### src/core/oscsel_pkg.sv
// oscsel_pkg: register offsets, field positions, reset values, codes
// shared by the oscillator mode and clock select block.
package oscsel_pkg;

  // register indices on the plain register port
  localparam logic [1:0] ADDR_CONTROL = 2'h0;
  localparam logic [1:0] ADDR_CONTROL_SECOND = 2'h1;
  localparam logic [1:0] ADDR_TUNING = 2'h2;

  // oscillator_control fields
  localparam int IDLE_BIT = 7;
  localparam int FREQ_LSB = 4;
  localparam int STARTUP_BIT = 3;
  localparam int FAST_STABLE_BIT = 2;
  localparam int CLKSEL_LSB = 0;

  // oscillator_control_second fields
  localparam int SEC_ACTIVE_BIT = 6;
  localparam int SEC_KEEP_BIT = 3;
  localparam int MED_STABLE_BIT = 1;
  localparam int MED_SELECT_BIT = 0;

  // oscillator_tuning fields
  localparam int LOWSRC_BIT = 7;
  localparam int SWMUL_BIT = 6;
  localparam int TRIM_LSB = 0;

  // configuration byte fields
  localparam int CFG_TWO_SPEED_BIT = 7;
  localparam int CFG_MULT_BIT = 4;

  // reset values
  localparam logic [2:0] FREQ_RESET = 3'h6;
  localparam logic [1:0] CLKSEL_RESET = 2'h0;
  localparam logic [5:0] TRIM_RESET = 6'h00;

  // primary oscillator configuration codes
  localparam logic [3:0] MODE_EXT_LOW_A = 4'hd;
  localparam logic [3:0] MODE_EXT_LOW_B = 4'hc;
  localparam logic [3:0] MODE_EXT_MED_A = 4'hb;
  localparam logic [3:0] MODE_EXT_MED_B = 4'ha;
  localparam logic [3:0] MODE_EXT_HIGH_A = 4'h5;
  localparam logic [3:0] MODE_EXT_HIGH_B = 4'h4;
  localparam logic [3:0] MODE_FAST_XTAL_MED = 4'h3;
  localparam logic [3:0] MODE_FAST_XTAL_HIGH = 4'h2;
  localparam logic [3:0] MODE_STD_XTAL = 4'h1;
  localparam logic [3:0] MODE_LOWPOWER_XTAL = 4'h0;
  localparam logic [2:0] MODE_RC_PREFIX = 3'h3;
  localparam logic [2:0] MODE_INT_PREFIX = 3'h4;

  // internal frequency select codes
  localparam logic [2:0] FREQ_16M = 3'h7;
  localparam logic [2:0] FREQ_8M = 3'h6;
  localparam logic [2:0] FREQ_500K = 3'h2;
  localparam logic [2:0] FREQ_250K = 3'h1;
  localparam logic [2:0] FREQ_31K = 3'h0;

  // system clock select codes
  localparam logic [1:0] CLKSEL_PRIMARY = 2'h0;
  localparam logic [1:0] CLKSEL_SECONDARY = 2'h1;

  // primary bias levels
  localparam logic [1:0] BIAS_LOW = 2'h0;
  localparam logic [1:0] BIAS_MED = 2'h1;
  localparam logic [1:0] BIAS_HIGH = 2'h2;

  // internal source encodings
  localparam logic [1:0] SRC_FAST = 2'h0;
  localparam logic [1:0] SRC_MEDIUM = 2'h1;
  localparam logic [1:0] SRC_SLOW = 2'h2;

  // switch pause, counted in cycles of old and new source
  localparam logic [2:0] SWITCH_OLD_EDGES = 3'h2;
  localparam logic [2:0] SWITCH_NEW_EDGES = 3'h3;

  // system clock source actually running
  typedef enum logic [1:0] {
    OSCSEL_RUN_PRIMARY,
    OSCSEL_RUN_SECONDARY,
    OSCSEL_RUN_INTERNAL
  } oscsel_source_t;

  typedef enum logic [1:0] {
    OSCSEL_SW_IDLE,
    OSCSEL_SW_OLD,
    OSCSEL_SW_NEW
  } oscsel_switch_t;

endpackage

### src/core/oscsel_top.sv
// oscsel_top: oscillator mode decode, multiplier enable, internal
// frequency selection and glitch-free source switch control.
// assumes configuration byte and oscillator status inputs are stable
// and synchronous to clk; analog oscillators live outside.
//
// Chosen here: the register addresses and the address-and-strobe port.
`timescale 1ns/1ps
`default_nettype none

module oscsel_top
  import oscsel_pkg::*;
#(
  parameter int DATA_WIDTH = 8
) (
  // clock and reset
  input wire logic clk,
  input wire logic reset,
  // register port
  input wire logic [1:0] regAddr,
  input wire logic [7:0] regWriteData,
  input wire logic regWrite,
  input wire logic regRead,
  output logic [7:0] regReadData,
  // configuration and events
  input wire logic [7:0] upperConfigByte,
  input wire logic secondaryDigitalInput,
  input wire logic secondaryRequested,
  input wire logic sleepExecute,
  // oscillator status from analog side
  input wire logic fastInternalStableIn,
  input wire logic mediumInternalStableIn,
  input wire logic startupTimerExpired,
  input wire logic oldSourceEdge,
  input wire logic newSourceEdge,
  input wire logic instrClock,
  // oscillator controls
  output logic [1:0] primaryBias,
  output logic multiplierEnable,
  output logic [2:0] internalFreqSelect,
  output logic [1:0] internalSource,
  output logic [5:0] rcTrimValue,
  output logic secondaryEnable,
  output logic [1:0] systemSource,
  output logic clockGate,
  output logic enterIdle,
  output logic enterSleep,
  // spare oscillator pins
  output logic spareOscPinAOut,
  output logic spareOscPinAOe,
  output logic spareOscPinsGpio
);

  initial begin
    if (DATA_WIDTH != 8) begin
      $error("oscsel_top supports only 8-bit registers");
    end
  end

  ////////////////////////////////////////////////////////////////////////
  // registers

  logic idleOnSleepSelect;
  logic [2:0] freqSel;
  logic [1:0] clkSel;
  logic startupTimerDone;
  logic secondaryKeepRunning;
  logic mediumInternalSelect;
  logic lowFreqSourceSelect;
  logic softwareMultiplierEnable;
  logic [5:0] trim;
  logic resetSeen;
  oscsel_source_t runSource;
  oscsel_source_t targetSource;
  oscsel_switch_t swState;
  logic [2:0] swCount;

  ////////////////////////////////////////////////////////////////////////
  // decode

  wire logic [3:0] oscMode = upperConfigByte[3:0];
  wire logic configMultiplierEnable = upperConfigByte[CFG_MULT_BIT];
  wire logic twoSpeedStartupConfig = upperConfigByte[CFG_TWO_SPEED_BIT];

  wire logic wrControl = regWrite && regAddr == ADDR_CONTROL;
  wire logic wrSecond = regWrite && regAddr == ADDR_CONTROL_SECOND;
  wire logic wrTuning = regWrite && regAddr == ADDR_TUNING;

  // external clock pairs, the even code of each is the clock-out one
  wire logic extLow = oscMode[3:1] == MODE_EXT_LOW_A[3:1];
  wire logic extMed = oscMode[3:1] == MODE_EXT_MED_A[3:1];
  wire logic extHigh = oscMode[3:1] == MODE_EXT_HIGH_A[3:1];
  wire logic extMode = extLow || extMed || extHigh;
  wire logic fastXtalMed = oscMode == MODE_FAST_XTAL_MED;
  wire logic fastXtalHigh = oscMode == MODE_FAST_XTAL_HIGH;
  wire logic stdXtal = oscMode == MODE_STD_XTAL;
  wire logic rcMode = oscMode[3:1] == MODE_RC_PREFIX;
  wire logic intMode = oscMode[3:1] == MODE_INT_PREFIX;
  wire logic clockOutVariant = (extMode || rcMode || intMode) && !oscMode[0];

  // bias by band: below 160 kHz low, up to 16 MHz medium, above high
  wire logic [1:0] next_bias =
    (extHigh || fastXtalHigh) ? BIAS_HIGH :
    (extMed || fastXtalMed || stdXtal || rcMode) ? BIAS_MED :
    BIAS_LOW;

  // multiplier only meaningful for 4-16 MHz inputs; internal mode gates it to 8 or 16 MHz, other modes rely on the user
  wire logic intMultOk = (freqSel == FREQ_16M) || (freqSel == FREQ_8M);
  wire logic next_mult =
    intMode ? (softwareMultiplierEnable && intMultOk) :
    (extMode || fastXtalMed || fastXtalHigh) ?
      (configMultiplierEnable || softwareMultiplierEnable) :
    (configMultiplierEnable || softwareMultiplierEnable);

  // low codes pick medium, fast/512 or slow source; the slow source
  // wins at the lowest code unless low-source select asks otherwise
  wire logic lowCode = freqSel <= FREQ_500K;
  wire logic lowestSlow = freqSel == FREQ_31K && !lowFreqSourceSelect;
  wire logic [1:0] next_low_freq_source_select =
    !lowCode ? SRC_FAST :
    lowestSlow ? SRC_SLOW :
    mediumInternalSelect ? SRC_MEDIUM :
    SRC_FAST;

  wire oscsel_source_t reqSource =
    clkSel[1] ? OSCSEL_RUN_INTERNAL :
    (clkSel == CLKSEL_SECONDARY) ? OSCSEL_RUN_SECONDARY :
    OSCSEL_RUN_PRIMARY;
  wire logic [1:0] next_clkSel = wrControl ? regWriteData[1:0] : clkSel;
  wire logic clkSelChange = wrControl && regWriteData[1:0] != clkSel;

  // keep-running only matters for a crystal secondary
  wire logic next_secEn = secondaryDigitalInput ? secondaryRequested :
    (secondaryKeepRunning || secondaryRequested);

  wire logic primaryRunning = runSource == OSCSEL_RUN_PRIMARY &&
    !intMode && swState == OSCSEL_SW_IDLE;
  wire logic next_startupDone = startupTimerExpired && primaryRunning;

  logic [7:0] readMux;
  assign readMux =
    (regAddr == ADDR_CONTROL) ?
      {idleOnSleepSelect, freqSel, startupTimerDone,
       fastInternalStableIn, clkSel} :
    (regAddr == ADDR_CONTROL_SECOND) ?
      {1'b0, runSource == OSCSEL_RUN_SECONDARY, 2'b00,
       secondaryKeepRunning, 1'b0, mediumInternalStableIn,
       mediumInternalSelect} :
    (regAddr == ADDR_TUNING) ?
      {lowFreqSourceSelect, softwareMultiplierEnable, trim} :
    8'h00;

  ////////////////////////////////////////////////////////////////////////
  // software registers

  always_ff @(posedge clk) begin
    if (reset) begin
      idleOnSleepSelect <= 1'b0;
      freqSel <= FREQ_RESET;
      clkSel <= CLKSEL_RESET;
      secondaryKeepRunning <= 1'b0;
      mediumInternalSelect <= 1'b0;
      lowFreqSourceSelect <= 1'b0;
      softwareMultiplierEnable <= 1'b0;
      trim <= TRIM_RESET;
    end else begin
      if (wrControl) begin
        idleOnSleepSelect <= regWriteData[IDLE_BIT];
        freqSel <= regWriteData[FREQ_LSB +: 3];
      end
      clkSel <= next_clkSel;
      if (wrSecond) begin
        secondaryKeepRunning <= regWriteData[SEC_KEEP_BIT];
        mediumInternalSelect <= regWriteData[MED_SELECT_BIT];
      end
      if (wrTuning) begin
        lowFreqSourceSelect <= regWriteData[LOWSRC_BIT];
        softwareMultiplierEnable <= regWriteData[SWMUL_BIT];
        trim <= regWriteData[TRIM_LSB +: 6];
      end
    end
  end

  ////////////////////////////////////////////////////////////////////////
  // source switch sequencer: gate, old edges, new edges, release

  always_ff @(posedge clk) begin
    if (reset) begin
      runSource <= OSCSEL_RUN_PRIMARY;
      targetSource <= OSCSEL_RUN_PRIMARY;
      swState <= OSCSEL_SW_IDLE;
      swCount <= 3'h0;
    end else begin
      case (swState)
        OSCSEL_SW_IDLE: begin
          if (clkSelChange) begin
            targetSource <= wrControl && regWriteData[1] ?
              OSCSEL_RUN_INTERNAL :
              (regWriteData[1:0] == CLKSEL_SECONDARY ?
                OSCSEL_RUN_SECONDARY : OSCSEL_RUN_PRIMARY);
            swState <= OSCSEL_SW_OLD;
            swCount <= 3'h0;
          end else if (reqSource != runSource) begin
            targetSource <= reqSource;
            swState <= OSCSEL_SW_OLD;
            swCount <= 3'h0;
          end
        end
        OSCSEL_SW_OLD: begin
          if (oldSourceEdge) begin
            if (swCount == SWITCH_OLD_EDGES - 3'h1) begin
              runSource <= targetSource;
              swState <= OSCSEL_SW_NEW;
              swCount <= 3'h0;
            end else begin
              swCount <= swCount + 3'h1;
            end
          end
        end
        OSCSEL_SW_NEW: begin
          if (newSourceEdge) begin
            if (swCount == SWITCH_NEW_EDGES - 3'h1) begin
              swState <= OSCSEL_SW_IDLE;
              swCount <= 3'h0;
            end else begin
              swCount <= swCount + 3'h1;
            end
          end
        end
        default: begin
          swState <= OSCSEL_SW_IDLE;
        end
      endcase
    end
  end

  ////////////////////////////////////////////////////////////////////////
  // status and outputs

  // reset value of the startup flag is taken from the config byte at
  // the first clock after reset release, not under the reset itself
  always_ff @(posedge clk) begin
    if (reset) begin
      resetSeen <= 1'b1;
      startupTimerDone <= 1'b0;
    end else begin
      resetSeen <= 1'b0;
      if (resetSeen) begin
        startupTimerDone <= twoSpeedStartupConfig;
      end else begin
        startupTimerDone <= next_startupDone;
      end
    end
  end

  always_ff @(posedge clk) begin
    if (reset) begin
      regReadData <= 8'h00;
      primaryBias <= BIAS_LOW;
      multiplierEnable <= 1'b0;
      internalFreqSelect <= FREQ_RESET;
      internalSource <= SRC_FAST;
      rcTrimValue <= TRIM_RESET;
      secondaryEnable <= 1'b0;
      systemSource <= 2'h0;
      clockGate <= 1'b0;
      enterIdle <= 1'b0;
      enterSleep <= 1'b0;
      spareOscPinAOut <= 1'b0;
      spareOscPinAOe <= 1'b0;
      spareOscPinsGpio <= 1'b1;
    end else begin
      regReadData <= regRead ? readMux : 8'h00;
      primaryBias <= next_bias;
      multiplierEnable <= next_mult;
      internalFreqSelect <= freqSel;
      internalSource <= next_low_freq_source_select;
      rcTrimValue <= trim;
      secondaryEnable <= next_secEn;
      systemSource <= runSource;
      clockGate <= swState != OSCSEL_SW_IDLE;
      enterIdle <= sleepExecute && idleOnSleepSelect;
      enterSleep <= sleepExecute && !idleOnSleepSelect;
      spareOscPinAOut <= clockOutVariant && instrClock;
      spareOscPinAOe <= clockOutVariant;
      spareOscPinsGpio <= intMode && oscMode[0];
    end
  end

endmodule

`default_nettype wire

### config.mk
export PLATFORM = sky130hd
export DESIGN_NAME = oscsel_top
export DESIGN_NICKNAME = d
export VERILOG_FILES = /design/src/core/oscsel_pkg.sv /design/src/core/oscsel_top.sv
export SDC_FILE = /design/constraint.sdc
export NUM_CORES = 1
export LEC_CHECK = 0
export ABC_CLOCK_PERIOD_IN_PS = 4100
export BUFFER_PORTS_ARGS = -buffer_cell sky130_fd_sc_hd__buf_2
export CAP_MARGIN = 20
export CORE_UTILIZATION = 45
export CTS_BUF_LIST = sky130_fd_sc_hd__clkbuf_16
export CTS_CLUSTER_DIAMETER = 120
export DETAILED_ROUTE_END_ITERATION = 6
export MAX_ROUTING_LAYER = met4
export PLACE_DENSITY = 0.7
export SETUP_SLACK_MARGIN = 0.2
export SLEW_MARGIN = 10
export SYNTH_ARGS = -nofsm -noshare
export SYNTH_HDL_FRONTEND = slang
export SYNTH_SLANG_ARGS = --single-unit
### constraint.sdc
create_clock -name clk -period 4.1 [get_ports clk]
set_input_delay 0.205 -clock clk [delete_from_list [all_inputs] [get_ports clk]]
set_output_delay 0.205 -clock clk [all_outputs]
set_load 0.02 [all_outputs]
==> flow_metrics.tcl, run 1 <==
set metrics [dict create \
    outcome "finished clean" \
    htreeDepth 3 \
    clock-sinks 58 \
    powerDensity_mw_per_mm2 530 \
    die_w_um 73.9 \
    nets 345 \
    start_util_pct 48.0 \
    hold_class "input port to flip-flop" \
    synth-simple-area-share_pct 23.0 \
    synth_ff_type "dfxtp_1" \
    r2r_cells 7 \
    synth_compound_area_share_pct 11.0 \
    pre_cts_slack_ps 2230 \
    fin_worst_skew_ps 3.10 \
    synth.avg_cell_area_um2 9.31 \
    max-vdd-ir-drop_uv 332 \
    syn2layout_area_growth_pct 27.7 \
    end_kind "flip-flop" \
    synth-edff-count 0 \
    wl_met3_um 233 \
    dp_hpwl_um 3220 \
    async_flop_share_pct 0 \
    met2_length_um 2220 \
    required_ps 4340 \
    rr_startpoint "swState[1]$_SDFFE_PP0P_" \
    syn-num-nets 286 \
    via_per_inst 4.95 \
    place_area_mm2 0.00266 \
    whs_ps 93.9 \
    tritoncts "yes" \
    wl_met1_um 2290 \
    yosysSeqAreaShare_pct 49.9 \
    highest_layer "met4" \
    track_usage_pct 20.3 \
    clock_path_buffers 2 \
    hold_depth 2 \
    postLayoutCoreUtil_pct 61.3 \
    finalHoldViolations 0 \
    synth_cell_type_count 36 \
    grt_max_degree 51 \
    syn_area_mm2 0.00233 \
    cts_hold_buf 0 \
    design_area_mm2 0.00297 \
    gp_congestion 0.802 \
    clock_latency_ps 320 \
    cts_setup_buffers 0 \
    drive_gt1_share_pct 26.8 \
    critical_path_class "flip-flop to flip-flop" \
    port_buffers 59 \
    finalWorstSetupSlack_ps 2220 \
    routed-via-count 1885 \
    post-route-min-period_ps 1880 \
    report.final.slew_viol_count 0 \
    slew_headroom_pct 44.1 \
    route.detailed.drc 0 \
    ys_ff_latch 58 \
    cts.repair.resized 0 \
    cap_violations 0 \
    synthCells 250 \
    avgRoutedWirePerCell_um 12.7 \
    placed_cells 365 \
    design.die.area_mm2 0.00546 \
    num_antenna_cells 0 \
    cts_root_buf "clkbuf_16" \
    overflow 0 \
    critPathLaunchType "flip-flop" \
    first_pass_iters 4 \
    path_clk_slew_ps 50 \
    power_leakage_nw 1.32 \
    ant_nets 0 \
    yosys_warnings 0 \
    final_cells 381 \
    setup_tns_ps 0 \
    worstPathArrival_ps 2110 \
    max_freq_mhz 532 \
    power_mw 1.58 \
    wl_um 4840 \
    core-area_mm2 0.00485 \
    die_h_um 73.9 \
    ios 62 \
    antenna_found_initial 0 \
    synthAdderAreaFrac_pct 2.69 \
    crit_fanout 8 \
    numCtsBuffers 9 \
    fill_cells 434 \
    finalSetupViolCount 0 \
    worstMarginPinSlew_ps 839 \
    min_from "instrClock" \
    rsz0062_at_grt "false" \
    synth_top_family_by_area "simple AND/OR/NAND/NOR gates" \
    crit_start "swState[1]$_SDFFE_PP0P_" \
    grt_first_pass_wirelength_um 7970 \
    drt-initial-drc-count 68 \
    grt_pass1_vias 1783 \
    synthMuxAreaShare_pct 8.60 \
    synth_xor_area_share_pct 1.13 \
    post-route-period-util_pct 45.8 \
    rows 25 \
]
## final timing paths
path	slack, ps	end
worst max-delay path	2220	swCount[2]$_SDFFE_PP0P_
worst min-delay path	90	spareOscPinAOut$_SDFF_PP0_
worst max register to register	2220	swCount[2]$_SDFFE_PP0P_
worst min register to register	470	trim[5]$_SDFFE_PP0P_
## placed cells by master, fill, tap and decap left out, types with 3 or more instances in the layout
cell type and n:
o21ai_0 3, mux2i_1 20, inv_1 10, nand3_1 9, dfxtp_1 58, xnor2_1 3
nor2b_1 15, nor2_1 31, clkbuf_16 9, o22ai_1 3, or2_2 4, buf_2 59
nand2b_1 7, nand2_1 15, nor3b_1 5, nor3_1 6, a21oi_1 24, ha_1 5
## logic make-up after synthesis
kind of cell | after synthesis
buffers and inverters | 21
adders and majority gates | 5
muxes | 20
DFF | 58
AOI/OAI and AO/OA | 40
xor gates and xnor gates | 3
and+or+nand+nor | 103
## Yosys cell counts, types with 3 or more instances
library cell  instances  area share, %
o22ai_1               3           0.81
nand3_1               9            1.9
xnor2_1               3            1.1
nor2_1               31            5.0
nand2b_1              7            1.9
nand2_1              15            2.4
or2_2                 4            1.1
buf_2                 3           0.64
clkbuf_1              8            1.3
dfxtp_1              58             50
ha_1                  5            2.7
nor2b_1              15            4.0
inv_1                 9            1.5
mux2i_1              20            8.6
o21ai_0               3           0.64
a21oi_1              24            5.2
nor3b_1               5            1.6
nor3_1                6            1.3
## power by group
group	switching, mW	internal, mW
combinational	0.118	0.0888
clock	0.238	0.524
sequential	0.0169	0.591
## layer usage
layer  global-route usage [%]  vias up
met5                        -        -
li1                         -      969
met1                     24.3      850
met2                     30.4       56
met3                     5.90       10
met4                     11.1        0
## state kept, by name, summed over array words and instances, names as in the netlist, 2 cells and up
name,cells
rcTrimValue,6
regReadData,8
trim,6
freqSel,3
targetSource,2
swState,2
systemSource,2
internalSource,2
primaryBias,2
swCount,3
clkSel,2
runSource,2
internalFreqSelect,3
## critical path, cell delays in order, from the launching register on
cell and delay [ps]:
dfxtp_1 370, inv_1 100, ha_1 280, inv_1 100, o221a_2 200, o31ai_2 90
or4_1 490, a21oi_1 160
## final cells by class
type / instances / area, µm² / share of cell area, %
clock buffer: 9 / 225 / 7.58
clock inverter: 7 / 85.1 / 2.86
inverter: 9 / 33.8 / 1.14
multi-input combinational: 171 / 1080 / 36.3
sequential: 58 / 1160 / 39.1
tap: 67 / 83.8 / 2.82
timing repair buffer: 60 / 303 / 10.2
(Power assumes the default switching activity.)
==> inputs of run 2 (changes only) <==
ABC_CLOCK_PERIOD_IN_PS = 1700   (was 4100)
PLACE_DENSITY = 0.73   (was 0.7)
clock period = 1.7 ns   (was 4.1 ns; I/O delays follow)
==> run 2 against run 1 <==
Highest routed layer unchanged. Non-clock buffer count rose by 20. Critical endpoint is now swCount[1]$_SDFFE_PP0P_. Final cell count rose by 5.2%. Register-to-register slack lost 2200 ps. Global-route usage increased by 1.3 points. Via count rose by 7.1%. Routed wire length rose by 10%. Core utilization grew 6.1 points. Die area did not move. Count of clock-buffer cells in the layout did not move. Sequential share of layout area is 3.2 points lower. Design area up 9.9%.
==> flow_metrics.tcl, run 2 (synthesis results as in run 1) <==
set metrics [dict create \
    postLayoutCoreUtil_pct 67.4 \
    hold_class "input port to flip-flop" \
    rows 25 \
    p_sw_mw 0.997 \
    regMostFlops "regReadData" \
    crit_fanout 4 \
    worstMarginPinSlew_ps 446 \
    slowest_delay_ps 510 \
    grt_first_pass_wirelength_um 8400 \
    power_leakage_nw 1.43 \
    final_cells 401 \
    mostFrequentLayoutCell "buf_2" \
    power_frac_seq_pct 38.3 \
    layout_common_cells "buf_2 (59), dfxtp_1 (53), nor2_1 (30)" \
    design.die.area_mm2 0.00546 \
    avgRoutedWirePerCell_um 13.3 \
    num_antenna_cells 0 \
    track_usage_pct 21.5 \
    fin_worst_skew_ps 5.06 \
    finalSetupViolCount 0 \
    slew_headroom_pct 70.2 \
    max_freq_mhz 613 \
    comb_power_share_pct 18.0 \
    outcome "finished clean" \
    dp_hpwl_um 3440 \
    reg_top3 "regReadData: 8 flops, rcTrimValue: 6 flops, trim: 6 flops" \
    max-vdd-ir-drop_uv 900 \
    crit_slowest_cell "or4_1" \
    ant_nets 0 \
    rsz0062_at_grt "true" \
    start_util_pct 48.0 \
    critPathLaunchType "flip-flop" \
    whs_ps 9.76 \
    switching_share_pct 25.7 \
    syn2layout_area_growth_pct 40.4 \
    path_buf_inv 1 \
    route.detailed.drc 0 \
    die_h_um 73.9 \
    antenna_found_initial 0 \
    wl_um 5320 \
    finalHoldViolations 0 \
    tritoncts "yes" \
    overflow 0 \
    path_clk_slew_ps 50 \
    power_mw 3.88 \
    required_ps 1960 \
    nets 365 \
    crit_family "simple AND/OR/NAND/NOR gates" \
    clock_path_buffers 2 \
    clock-sinks 58 \
    clock_latency_ps 320 \
    via_per_inst 5.03 \
    port_buffers 59 \
    report.final.slew_viol_count 0 \
    die_w_um 73.9 \
    htreeDepth 3 \
    drive_gt1_share_pct 33.8 \
    powerDensity_mw_per_mm2 1190 \
    critical_path_class "flip-flop to flip-flop" \
    end_kind "flip-flop" \
    post-route-min-period_ps 1630 \
    post-route-period-util_pct 95.9 \
    worstPathArrival_ps 1890 \
    first_pass_iters 6 \
    routed-via-count 2019 \
    gp_congestion 0.792 \
    largest_reg_flops 8 \
    crit_chain "inv_4 > ha_4 > nor2_4 > a21oi_2 > o22ai_4 > or4_1 > a21oi_1" \
    cap_violations 0 \
    ios 62 \
    core-area_mm2 0.00485 \
    drt-initial-drc-count 71 \
    cts_root_buf "clkbuf_16" \
    numCtsBuffers 9 \
    cellInternalPower_mw 2.88 \
    placed_cells 371 \
    p_clk_share_pct 43.7 \
    grt_pass1_vias 1872 \
    grt_max_degree 34 \
    setup_tns_ps 0 \
]
-- run 2: cell types whose count changed in the layout (fill, tap and decap cells not counted), moves of 3 or more --
cell and change:
inv_1 -4, clkinv_1 +3, dfxtp_1 -5, dlygate4sd3_1 +8, dfxtp_2 +3, buf_4 +10
-- run 2: worst min-delay path, stage by stage --
cell	delay (ps)
buf_2	90
mux2i_1	60
nor2_1	70
-- run 2: layer usage --
layer	wire [µm]	share of wire (%)	GRT usage, %
met4	119	2.2	9.83
met1	2270	43	24.3
met5	0	0	-
met3	407	7.7	8.92
met2	2520	47	33.0
-- run 2: power by group through the flow --
stage	clock network [mW]	logic (mW)	registers, mW
after floorplan	0	0.390	1.53
after global placement	0	0.549	1.50
after detailed placement	0	0.556	1.51
after CTS	1.73	0.657	1.49
after global routing	1.80	0.757	1.49
final	1.70	0.697	1.49
-- run 2: timing repair --
action | CTS | global route
endpoints found under the setup margin | 6 | 7
buffers inserted | 5 | 1
cloned | 0 | 0
pin swaps | 8 | 8
gates resized for setup | 9 | 12
hold endpoints to repair | 8 | 0
hold buffers | 8 | 0
-- run 2: path summary, 6_finish.rpt --
kind | startpoint | to | slack (ps) | cells past startpoint
max | swState[0]$_SDFFE_PP0P_ | swCount[1]$_SDFFE_PP0P_ | 70 | 7
min | regWriteData[4] | freqSel[0]$_SDFFE_PP0P_ | 10 | 3
max reg2reg | swState[0]$_SDFFE_PP0P_ | swCount[1]$_SDFFE_PP0P_ | 70 | 7
min reg2reg | trim[5]$_SDFFE_PP0P_ | trim[5]$_SDFFE_PP0P_ | 470 | 2
-- run 2: metrics by stage --
| stage | cell area, µm² | setup WS, ps |
|---|---|---|
| after floorplan | 2390 | 123 |
| after global placement | 2770 | 84.7 |
| after detailed placement | 2770 | -17.3 |
| after CTS | 3210 | 128 |
| after global routing | 3270 | 35.1 |
| final | 3270 | 69.4 |
-- run 2: final cells by class --
type                       instances  area, µm²
fill                             405       1580
multi-input combinational        171       1200
sequential                        58       1170
timing repair buffer              80        489
clock buffer                       9        225
tap                               67       83.8
clock inverter                     7       60.1
inverter                           9       38.8
==> inputs of run 3 (changes only) <==
PLACE_DENSITY = 0.75   (was 0.73)
==> run 3 against run 2 <==
Flip-flop and latch count is the same. Count of clock-buffer cells in the layout is the same. Final cell count shrank 1.0%. Worst setup slack lost 8.9 ps. Non-clock buffer count shrank 4. Critical endpoint is now swCount[2]$_SDFFE_PP0P_. Highest routed layer unchanged.
==> flow_metrics.tcl, run 3 (synthesis results as in run 1) <==
set metrics [dict create \
    cts_root_buf "clkbuf_16" \
    clock_path_buffers 2 \
    powerDensity_mw_per_mm2 1180 \
    overflow 0 \
    drt-initial-drc-count 121 \
    layout_common_cells "buf_2 (59), dfxtp_1 (53), nor2_1 (31)" \
    ios 62 \
    multi_input_area_mm2 0.00118 \
    reg_top3 "regReadData: 8 flops, rcTrimValue: 6 flops, trim: 6 flops" \
    route.detailed.drc 0 \
    track_usage_pct 20.8 \
    rrSetupSlack_ps 60 \
    regMostFlops "regReadData" \
    finalHoldViolations 0 \
    register_area_mm2 0.00117 \
    clock-sinks 58 \
    crit_family "simple AND/OR/NAND/NOR gates" \
    end_kind "flip-flop" \
    cap_violations 0 \
    nets 361 \
    power_leakage_nw 1.39 \
    r2r_cells 7 \
    max_freq_mhz 610 \
    report.final.slew_viol_count 0 \
    grt_max_degree 34 \
    drive_gt1_share_pct 34.2 \
    rows 25 \
    via_per_inst 4.92 \
    min_to "startupTimerDone$_SDFF_PP0_" \
    grt_first_pass_wirelength_um 8040 \
    port_buffers 59 \
    max-vdd-ir-drop_uv 803 \
    tritoncts "yes" \
    crit_chain "inv_4 > ha_4 > nor3b_2 > a21oi_2 > o22ai_2 > or4_4 > a21oi_2" \
    r2r-end "swCount[2]$_SDFFE_PP0P_" \
    worstPathArrival_ps 1900 \
    first_pass_iters 4 \
    slew_headroom_pct 66.8 \
    num_antenna_cells 0 \
    numCtsBuffers 9 \
    outcome "finished clean" \
    fill_cells 386 \
    slowest_delay_ps 500 \
    path_clk_slew_ps 50 \
    crit_slowest_cell "or4_4" \
    start_util_pct 48.0 \
    design.die.area_mm2 0.00546 \
    largest_reg_flops 8 \
    mostFrequentLayoutCell "buf_2" \
    core-area_mm2 0.00485 \
    critPathLaunchType "flip-flop" \
    required_ps 1960 \
    rr_startpoint "swState[1]$_SDFFE_PP0P_" \
    clock_latency_ps 330 \
    post-route-min-period_ps 1640 \
    worstMarginPinSlew_ps 497 \
    ant_nets 0 \
    place_area_mm2 0.00275 \
    critical_path_class "flip-flop to flip-flop" \
    antenna_found_initial 0 \
    postLayoutCoreUtil_pct 65.8 \
    dp_hpwl_um 3440 \
    path_buf_inv 1 \
    crit_fanout 4 \
    syn2layout_area_growth_pct 37.2 \
    die_h_um 73.9 \
    post-route-period-util_pct 96.4 \
    min_from "upperConfigByte[7]" \
    hold_class "input port to flip-flop" \
    power_mw 3.77 \
    fin_worst_skew_ps 9.52 \
    design_area_mm2 0.00319 \
    path_common_cell "a21oi_2" \
    htreeDepth 3 \
    routed-via-count 1955 \
    wl_um 5190 \
    avgRoutedWirePerCell_um 13.1 \
    finalSetupViolCount 0 \
    gp_congestion 0.827 \
    grt_pass1_vias 1784 \
    rsz0062_at_grt "true" \
    die_w_um 73.9 \
    setup_tns_ps 0 \
    hold_depth 3 \
]
[run 3: cell types whose count changed in the layout (fill, tap and decap cells not counted), sizes merged]
cell      previous run  this run
clkinv               4         3
inv                  9        10
buf                 72        68
bufinv               1         0
clkinvlp             2         3
[run 3: tightest hold or removal path, cell delays in order]
cell and delay (ps):
buf_2 70, a21oi_1 50, nor2_1 80
[run 3: area by class of cell]
class / instances / share of cell area [%]
well taps: 67 / 2.63
inverters: 9 / 1.22
flip-flops and latches: 58 / 36.7
repair buffers: 76 / 13.9
clock inverters: 7 / 1.41
multi-input cells: 171 / 37.1
clock buffers: 9 / 7.06
[run 3: layer usage]
layer,share of wire (%),GRT usage [%]
met1,45,26.4
met2,47,29.7
met3,5.1,5.76
met4,2.3,11.3
met5,0,-
[run 3: worst max-delay path by stage]
stage,end,depth (start not counted),slack [ps],from
global placement,swCount[2]$_SDFFE_PP0P_,7,80,swState[0]$_SDFFE_PP0P_
detailed placement,swCount[2]$_SDFFE_PP0P_,7,10,swState[0]$_SDFFE_PP0P_
global route,swCount[2]$_SDFFE_PP0P_,7,-9,swState[1]$_SDFFE_PP0P_
finish,swCount[2]$_SDFFE_PP0P_,7,60,swState[1]$_SDFFE_PP0P_
floorplan,swCount[2]$_SDFFE_PP0P_,8,120,swState[1]$_SDFFE_PP0P_
CTS,swState[1]$_SDFFE_PP0P_,7,80,swState[1]$_SDFFE_PP0P_
[run 3: through the flow]
stage	cells	setup WS, ps	hold WS [ps]
2_1_floorplan	250	123	113
3_3_place_gp	370	78.4	285
3_5_place_dp	370	13.1	289
4_1_cts	397	75.2	0.573
5_1_grt	397	-8.51	32.1
6_report	397	60.6	2.05
[run 3: what timing repair did]
item,in CTS,in global routing
endpoints found under the setup margin,7,7
pin swaps,5,5
hold buffers,8,0
endpoints found under the hold margin,8,0
resized for setup,5,13
buffers inserted,3,0
[run 3: power by group]
part	internal, mW	total [mW]	switching, mW
Clock	0.976	1.59	0.618
Combinational	0.333	0.690	0.357
Sequential	1.43	1.48	0.0530
Total	2.74	3.77	1.03
